$ cat src/vpic_defs.vh
// Constants for the vectored priority interrupt controller
// Behaviour
// Hardware sets request flag; software clears it
// Only enabled flagged sources join arbitration
// Each source has 3-bit priority field
// Latch 7-bit vector and 4-bit level
// Latched level equals winner's programmed priority
// Fields packed in request-number order
// Request 0 is vector 8, then sequential
// CPU priority field at status bits 7:5
// Fourth priority bit read-only to software
// Full level is top bit over field
// Block user interrupts at top bit or 7
// Nesting disable makes priority field read-only
// Control one nesting/traps; two edges/alt table
// Seventeen software-visible controller registers; the code decodes twenty
// Alt select redirects vector fetches
// Nesting disable stops preemption of service
// Polarity bit: 1 falling, 0 rising edge
// Highest priority above level; low number ties
`ifndef VPIC_DEFS_VH
`define VPIC_DEFS_VH
// ====================================================
// Register indices (word addresses)
`define A_CTRL_ONE 5'h00
`define A_CTRL_TWO 5'h01
`define A_FLAG0 5'h02
`define A_EN0 5'h04
`define A_PRI0 5'h06
`define A_PENDING 5'h10
`define A_STATUS 5'h11
`define A_CORE 5'h12
`define A_IRQ_STAT 5'h13
`define A_IRQ_MASK 5'h14
`define A_SERVICE 5'h15
// ====================================================
// Fields
`define B_NEST_DIS 15
`define B_ALT_TABLE 15
`define B_TOP_LEVEL 3
`define F_CPU_PRI_HI 7
`define F_CPU_PRI_LO 5
`define FIRST_VECTOR 7'h08
`define PRI_RESET 3'h4
`define LEVEL_BLOCK 3'h7
`define BITS_PER_WORD 16
`define PRI_PER_WORD 4
`define PRI_STRIDE 4
`endif

$ cat src/vpic_ctrl.v
// Vectored priority interrupt controller with register port
`include "vpic_defs.vh"
module vpic_ctrl #(
  parameter N_SRC = 32,
  parameter N_EXT = 3
) (
  input wire ref_clk,
  input wire rst,
  input wire clk_en,
  input wire [4:0] reg_addr,
  input wire [15:0] reg_wdata,
  input wire reg_wr,
  input wire reg_rd,
  output reg [15:0] reg_rdata,
  input wire [N_SRC-1:0] periph_req,
  input wire [N_EXT-1:0] ext_pin,
  input wire trap_active,
  input wire irq_ack,
  input wire irq_return,
  output reg irq_pending,
  output reg [6:0] pending_vector_number,
  output reg [3:0] pending_new_level,
  output reg alt_table_select,
  output wire irq
);
  // ====================================================
  // State
  reg [15:0] int_ctrl_one_r;
  reg [N_EXT-1:0] ext_pol_r;
  reg [N_SRC-1:0] flag_r, en_r;
  reg [2:0] pri_r [0:N_SRC-1];
  reg [2:0] cpu_priority_field_r;
  reg cpu_priority_top_bit_r;
  reg in_service_r;
  reg [N_EXT-1:0] ext_s1_r, ext_s2_r, ext_s3_r;
  reg [1:0] irq_stat_r, irq_mask_r;
  integer arb_i;
  integer flag_i;
  integer en_i;
  integer pri_i;
  integer rd_i;

  // ====================================================
  // Helpers
  // Word address of the register that holds a source's field
  function [4:0] word_addr;
    input [4:0] base;
    input integer idx;
    input integer per_word;
    integer w;
    begin
      w = idx / per_word;
      word_addr = base + w[4:0];
    end
  endfunction

  // Bit offset of a source's field inside its register
  function integer field_pos;
    input integer idx;
    input integer per_word;
    input integer stride;
    begin
      field_pos = (idx % per_word) * stride;
    end
  endfunction

  // ====================================================
  // Qualified strobes and levels
  wire wr_ok;
  wire rd_ok;
  wire [3:0] cpu_level;
  wire nest_dis;
  assign wr_ok = reg_wr & clk_en;
  assign rd_ok = reg_rd & clk_en;
  assign cpu_level = {cpu_priority_top_bit_r, cpu_priority_field_r};
  assign nest_dis = int_ctrl_one_r[`B_NEST_DIS];

  // ====================================================
  // Pin synchronisers and edge detect
  // Third stage only remembers the old level for the edge
  always @(posedge ref_clk or posedge rst) begin
    if (rst) begin
      ext_s1_r <= {N_EXT{1'b0}};
      ext_s2_r <= {N_EXT{1'b0}};
      ext_s3_r <= {N_EXT{1'b0}};
    end else if (clk_en) begin
      ext_s1_r <= ext_pin;
      ext_s2_r <= ext_s1_r;
      ext_s3_r <= ext_s2_r;
    end
  end

  wire [N_EXT-1:0] ext_rise;
  wire [N_EXT-1:0] ext_fall;
  wire [N_EXT-1:0] ext_edge;
  wire [N_SRC-1:0] hw_set;
  assign ext_rise = ext_s2_r & ~ext_s3_r;
  assign ext_fall = ~ext_s2_r & ext_s3_r;
  assign ext_edge = (ext_fall & ext_pol_r) | (ext_rise & ~ext_pol_r);
  assign hw_set = periph_req | {{(N_SRC-N_EXT){1'b0}}, ext_edge};

  // ====================================================
  // Arbitration: strict greater wins, so ties go low
  reg found;
  reg [4:0] win;
  reg [2:0] best;
  always @* begin
    found = 1'b0;
    win = 5'h00;
    best = 3'h0;
    for (arb_i = 0; arb_i < N_SRC; arb_i = arb_i + 1) begin
      if (flag_r[arb_i] && en_r[arb_i] && pri_r[arb_i] != 3'h0 &&
          (!found || pri_r[arb_i] > best)) begin
        found = 1'b1;
        win = arb_i[4:0];
        best = pri_r[arb_i];
      end
    end
  end

  wire blocked;
  wire take;
  wire [1:0] ev_now;
  wire stat_rd;
  assign blocked = cpu_priority_top_bit_r |
    (cpu_priority_field_r == `LEVEL_BLOCK) |
    (nest_dis & in_service_r);
  assign take = found && !blocked && ({1'b0, best} > cpu_level);
  assign ev_now = {irq_ack & irq_pending, take & ~irq_pending};
  assign stat_rd = rd_ok && reg_addr == `A_IRQ_STAT;

  // ====================================================
  // Request flags: software clears, hardware set wins
  always @(posedge ref_clk or posedge rst) begin
    if (rst) begin
      flag_r <= {N_SRC{1'b0}};
    end else if (clk_en) begin
      for (flag_i = 0; flag_i < N_SRC; flag_i = flag_i + 1) begin
        if (hw_set[flag_i]) begin
          flag_r[flag_i] <= 1'b1;
        end else if (wr_ok && reg_addr ==
            word_addr(`A_FLAG0, flag_i, `BITS_PER_WORD)) begin
          flag_r[flag_i] <= reg_wdata[flag_i % `BITS_PER_WORD];
        end
      end
    end
  end

  // Enables
  always @(posedge ref_clk or posedge rst) begin
    if (rst) begin
      en_r <= {N_SRC{1'b0}};
    end else if (clk_en) begin
      for (en_i = 0; en_i < N_SRC; en_i = en_i + 1) begin
        if (wr_ok && reg_addr ==
            word_addr(`A_EN0, en_i, `BITS_PER_WORD)) begin
          en_r[en_i] <= reg_wdata[en_i % `BITS_PER_WORD];
        end
      end
    end
  end

  // Priorities, three bits in each nibble
  always @(posedge ref_clk or posedge rst) begin
    if (rst) begin
      for (pri_i = 0; pri_i < N_SRC; pri_i = pri_i + 1) begin
        pri_r[pri_i] <= `PRI_RESET;
      end
    end else if (clk_en) begin
      for (pri_i = 0; pri_i < N_SRC; pri_i = pri_i + 1) begin
        if (wr_ok && reg_addr ==
            word_addr(`A_PRI0, pri_i, `PRI_PER_WORD)) begin
          pri_r[pri_i] <= reg_wdata[field_pos(pri_i, `PRI_PER_WORD,
            `PRI_STRIDE) +: 3];
        end
      end
    end
  end

  // ====================================================
  // Control registers
  always @(posedge ref_clk or posedge rst) begin
    if (rst) begin
      int_ctrl_one_r <= 16'h0000;
      alt_table_select <= 1'b0;
      ext_pol_r <= {N_EXT{1'b0}};
      irq_mask_r <= 2'h0;
    end else if (wr_ok) begin
      case (reg_addr)
        `A_CTRL_ONE: begin
          int_ctrl_one_r <= reg_wdata;
        end
        `A_CTRL_TWO: begin
          alt_table_select <= reg_wdata[`B_ALT_TABLE];
          ext_pol_r <= reg_wdata[N_EXT-1:0];
        end
        `A_IRQ_MASK: begin
          irq_mask_r <= reg_wdata[1:0];
        end
        default: begin
        end
      endcase
    end
  end

  // ====================================================
  // CPU priority level and service state
  // Top bit follows the trap line; software cannot write it
  always @(posedge ref_clk or posedge rst) begin
    if (rst) begin
      cpu_priority_top_bit_r <= 1'b0;
      cpu_priority_field_r <= 3'h0;
      in_service_r <= 1'b0;
    end else if (clk_en) begin
      cpu_priority_top_bit_r <= trap_active;
      if (irq_ack && irq_pending) begin
        in_service_r <= 1'b1;
        cpu_priority_field_r <= pending_new_level[2:0];
      end else begin
        if (wr_ok && reg_addr == `A_STATUS && !nest_dis) begin
          cpu_priority_field_r <=
            reg_wdata[`F_CPU_PRI_HI:`F_CPU_PRI_LO];
        end
        if (irq_return) begin
          in_service_r <= 1'b0;
        end
      end
    end
  end

  // ====================================================
  // Presented interrupt: pending follows take, vector and level reload on every take, else held
  always @(posedge ref_clk or posedge rst) begin
    if (rst) begin
      irq_pending <= 1'b0;
      pending_vector_number <= 7'h00;
      pending_new_level <= 4'h0;
    end else if (clk_en) begin
      irq_pending <= take;
      if (take) begin
        pending_vector_number <= `FIRST_VECTOR + {2'b00, win};
        pending_new_level <= {1'b0, best};
      end
    end
  end

  // Events: bit 0 new presentation, bit 1 acknowledge; set beats clear
  always @(posedge ref_clk or posedge rst) begin
    if (rst) begin
      irq_stat_r <= 2'h0;
    end else if (clk_en) begin
      if (stat_rd) begin
        irq_stat_r <= ev_now;
      end else begin
        irq_stat_r <= irq_stat_r | ev_now;
      end
    end
  end

  assign irq = |(irq_stat_r & irq_mask_r);

  // ====================================================
  // Read data, one cycle after the strobe, else zero
  reg [15:0] rdata_nxt;
  always @* begin
    rdata_nxt = 16'h0000;
    if (reg_rd) begin
      case (reg_addr)
        `A_CTRL_ONE: begin
          rdata_nxt = int_ctrl_one_r;
        end
        `A_CTRL_TWO: begin
          rdata_nxt[`B_ALT_TABLE] = alt_table_select;
          rdata_nxt[N_EXT-1:0] = ext_pol_r;
        end
        `A_PENDING: begin
          rdata_nxt[6:0] = pending_vector_number;
          rdata_nxt[11:8] = pending_new_level;
        end
        `A_STATUS: begin
          rdata_nxt[`F_CPU_PRI_HI:`F_CPU_PRI_LO] = cpu_priority_field_r;
        end
        `A_CORE: begin
          rdata_nxt[`B_TOP_LEVEL] = cpu_priority_top_bit_r;
        end
        `A_IRQ_STAT: begin
          rdata_nxt[1:0] = irq_stat_r;
        end
        `A_IRQ_MASK: begin
          rdata_nxt[1:0] = irq_mask_r;
        end
        `A_SERVICE: begin
          rdata_nxt[0] = in_service_r;
        end
        default: begin
          for (rd_i = 0; rd_i < N_SRC; rd_i = rd_i + 1) begin
            if (reg_addr == word_addr(`A_FLAG0, rd_i, `BITS_PER_WORD)) begin
              rdata_nxt[rd_i % `BITS_PER_WORD] = flag_r[rd_i];
            end
            if (reg_addr == word_addr(`A_EN0, rd_i, `BITS_PER_WORD)) begin
              rdata_nxt[rd_i % `BITS_PER_WORD] = en_r[rd_i];
            end
            if (reg_addr == word_addr(`A_PRI0, rd_i, `PRI_PER_WORD)) begin
              rdata_nxt[field_pos(rd_i, `PRI_PER_WORD, `PRI_STRIDE) +: 3] =
                pri_r[rd_i];
            end
          end
        end
      endcase
    end
  end

  always @(posedge ref_clk or posedge rst) begin
    if (rst) begin
      reg_rdata <= 16'h0000;
    end else if (clk_en) begin
      reg_rdata <= rdata_nxt;
    end
  end
endmodule // vpic_ctrl

$ cat config.mk
export PLATFORM = sky130hd
export DESIGN_NAME = vpic_ctrl
export DESIGN_NICKNAME = d
export VERILOG_FILES = /design/src/vpic_ctrl.v
export VERILOG_INCLUDE_DIRS = /design/src
export SDC_FILE = /design/constraint.sdc
export NUM_CORES = 1
export LEC_CHECK = 0
export BUFFER_PORTS_ARGS = -buffer_cell sky130_fd_sc_hd__buf_2
export CORE_MARGIN = 2
export CORE_UTILIZATION = 35
export DETAILED_ROUTE_END_ITERATION = 10
export PLACE_DENSITY = 0.56
export SLEW_MARGIN = 15
export SYNTH_ARGS = -nofsm -noshare
export SYNTH_HDL_FRONTEND = slang
export SYNTH_SLANG_ARGS = --single-unit
$ cat constraint.sdc
create_clock -name ref_clk -period 77.3 [get_ports ref_clk]
set_clock_uncertainty 0.15 [all_clocks]
set_input_delay 15.46 -clock ref_clk [delete_from_list [all_inputs] [get_ports ref_clk]]
set_output_delay 15.46 -clock ref_clk [all_outputs]
set_load 0.02 [all_outputs]
==> flow_summary.toml <==
[run_status]
outcome = "complete, no violations"

[logic_synthesis]
ys.flop_type = "dfrtp_1"
ys_types = 87
synthCells = 1577
synth_fa_ha_area_share_pct = 6.26
synth_edf_count = 0
synth_warnings = 0
synth-compound-area-share_pct = 23.5
yosys.area_share.simple_pct = 13.8
synthesis.area_mm2 = 0.0149
synth_top_family_by_area = "compound AO/OA/AOI/OAI gates"
async_flop_share_pct = 100
yosysSeqAreaShare_pct = 37.9
ys_ff_latch = 224
synth-xor-area-share_pct = 0
synth.area.mux_share_pct = 14.2
avgSynthCellArea_um2 = 9.43

[clock_network]
postCtsSetupBuffers = 0
cts_inserted_buffers = 27
cts_sinks = 224
clock-root-buffer = "clkbuf_16"
clock_latency_ns = 0.56
cts.htree.levels = 1
cts-hold-fix-buffers = 0
post_cts_resized = 0
cts_buffer_depth = 3
cts_tree = "yes"
clkTransAtPathRegs_ns = 0.06

[layout]
stdcell_area_mm2 = 0.0168
nets = 1782
final_util_pct = 40.1
layoutNonFillerInstCount = 2207
area_delta_synth_final_pct = 13.0
drive_gt1_share_pct = 22.7

[worst_setup_path]
critPathMaxStageDelay_ns = 0.65
required_ns = 77.59
cp-start-kind = "register"
critPathKind = "reg -> reg"
path_buf_inv = 11
cp_slowest_cell = "nor3_1"
end_kind = "register"
critPathArrivalTime_ns = 50.40
critPathMostFrequentCell = "a21oi_1"
path_delay_family = "compound AO/OA/AOI/OAI gates"
cp_max_fo = 16

[sta]
worst_pin_slew_ns = 1.02
slew_violations = 0
fin_crit_sh_pct = 64.8
min_period_ns = 50.11
max_freq_mhz = 20.0
setup_viol = 0
whs_ns = 0.350
worst_slack_ns = 27.19
fin_tns_setup_ns = 0
rsz0062_at_grt = "no"
slew_headroom_pct = 31.7
hold_viol_final = 0

[pwr]
powerDensity_mw_per_mm2 = 36.6
p_leak_nw = 7.42
ir_drop_mv = 0.0199
p_total_uw = 615

[route]
num_vias = 13700
wl_per_cell_um = 25.9
avgViaCountPerCell = 6.22
drc = 0
drt_iter0_markers = 1530
routed_wl_um = 57100
drt.antenna.violating_nets = 0
firstDrtPassIters = 7

[flow_run]
cap_violations = 0

[grt]
grt_pass1_wl_um = 85700
grt_pass1_vias = 13200
antenna_found_initial = 2
grt_max_degree = 100
overflow = 0
grt.total_usage_pct = 25.7

[place]
placed_cells = 2156
gp_congestion = 0.959
dpl_worst_slack_ns = 27.86
dp_hpwl_um = 42400
dpl_cell_area_mm2 = 0.0159
portBuffers = 91

[floorplanning]
die_area_mm2 = 0.0442
rows = 75
initial_core_util_pct = 35.5
die_w_um = 210
coreArea_mm2 = 0.0419
num_io_pins = 94
die_y_um = 210

[min_path]
hold_class = "reg -> reg"
cells by family (layout without fill, tap and decap cells):
family | count (synthesis) | after routing
and+or+nand+nor | 427 | 427
buffers and inverters | 164 | 252
adders and majority gates | 75 | 75
other | 1 | 4
DFF | 224 | 224
AOI/OAI and AO/OA | 496 | 496
muxes | 190 | 190
power breakdown:
group / total [mW] / switching (mW) / internal (mW)
Clock: 0.137 / 0.0552 / 0.0816
Combinational: 0.317 / 0.186 / 0.131
Sequential: 0.161 / 0.0260 / 0.135
cells in the final DEF (no fill, tap or decap), types with 12 or more instances in the layout:
cell | Yosys | layout
mux2_2 | 162 | 162
and3_1 | 23 | 23
a21oi_1 | 140 | 140
nor2_1 | 84 | 84
o21ai_1 | 14 | 14
o311a_1 | 15 | 15
nand3_1 | 46 | 46
o21ai_0 | 54 | 54
mux2i_1 | 27 | 27
buf_4 | 3 | 17
a211oi_1 | 19 | 19
a222oi_1 | 17 | 17
inv_1 | 93 | 92
a22o_1 | 20 | 20
a22oi_1 | 33 | 33
a21o_1 | 13 | 13
a31oi_1 | 21 | 21
and2_1 | 14 | 14
nand2_1 | 134 | 134
o311ai_0 | 15 | 14
a221oi_1 | 12 | 12
dfrtp_1 | 192 | 192
nor3_1 | 54 | 53
dfstp_2 | 32 | 32
buf_2 | 3 | 91
ha_1 | 72 | 72
clkbuf_16 | 0 | 27
synthesized netlist by cell type, types with 14 or more instances:
library cell    n  share of area, %
nand2_1       134               3.4
dfstp_2        32               5.7
and3_1         23              0.97
and2_1         14              0.59
o21ai_1        14              0.47
dfrtp_1       192                32
a22o_1         20               1.2
clkbuf_1       58               1.5
mux2i_1        27               1.8
a222oi_1       17               1.1
a211oi_1       19              0.96
o311ai_0       15              0.88
nand3_1        46               1.5
ha_1           72               6.1
nor2_1         84               2.1
o21ai_0        54               1.8
mux2_2        162                12
a31oi_1        21              0.88
inv_1          93               2.3
a22oi_1        33               1.7
nor3_1         54               1.8
o311a_1        15               1.0
a21oi_1       140               4.7
path summary, 6_finish.rpt:
| kind | start | to | slack [ns] | depth (start not counted) |
|---|---|---|---|---|
| worst max-delay path | flag_r[0] | pending_vector_number[0] | 27.19 | 241 |
| worst min-delay path | ext_s1_r[1] | ext_s2_r[1] | 0.35 | 1 |
| worst min register to register | ext_s1_r[1] | ext_s2_r[1] | 0.35 | 1 |
| max in group asynchronous | rst | pri_r[13] | 60.70 | 3 |
| min in group asynchronous | rst | flag_r[5] | 14.90 | 2 |
| worst max register to register | flag_r[0] | pending_vector_number[0] | 27.19 | 241 |
routing by layer:
metal / wire length (um) / vias up / GRT usage, %
met5: 10 / - / 0
met4: 1910 / 2 / 8.00
met3: 4320 / 107 / 3.56
met2: 25700 / 623 / 40.7
met1: 25200 / 6886 / 36.4
li1: - / 6116 / -
flip-flops by register name (all words and copies together), names as in the netlist:
name	cells
pri_r	96
en_r	32
flag_r	32
int_ctrl_one_r	16
reg_rdata	16
pending_vector_number	6
cpu_priority_field_r	3
ext_pol_r	3
ext_s1_r	3
ext_s2_r	3
ext_s3_r	3
pending_new_level	3
irq_mask_r	2
irq_stat_r	2
alt_table_select	1
cpu_priority_top_bit_r	1
in_service_r	1
irq_pending	1
final cells by class:
type | instances | area (um^2)
Timing Repair Buffer | 108 | 583
Multi-Input combinational cell | 1190 | 8610
Inverter | 95 | 364
Antenna cell | 2 | 5.00
Fill cell | 4191 | 25100
Tap cell | 539 | 674
Sequential cell | 224 | 5650
Clock buffer | 35 | 746
Clock inverter | 14 | 191
(Power assumes the default switching activity.)
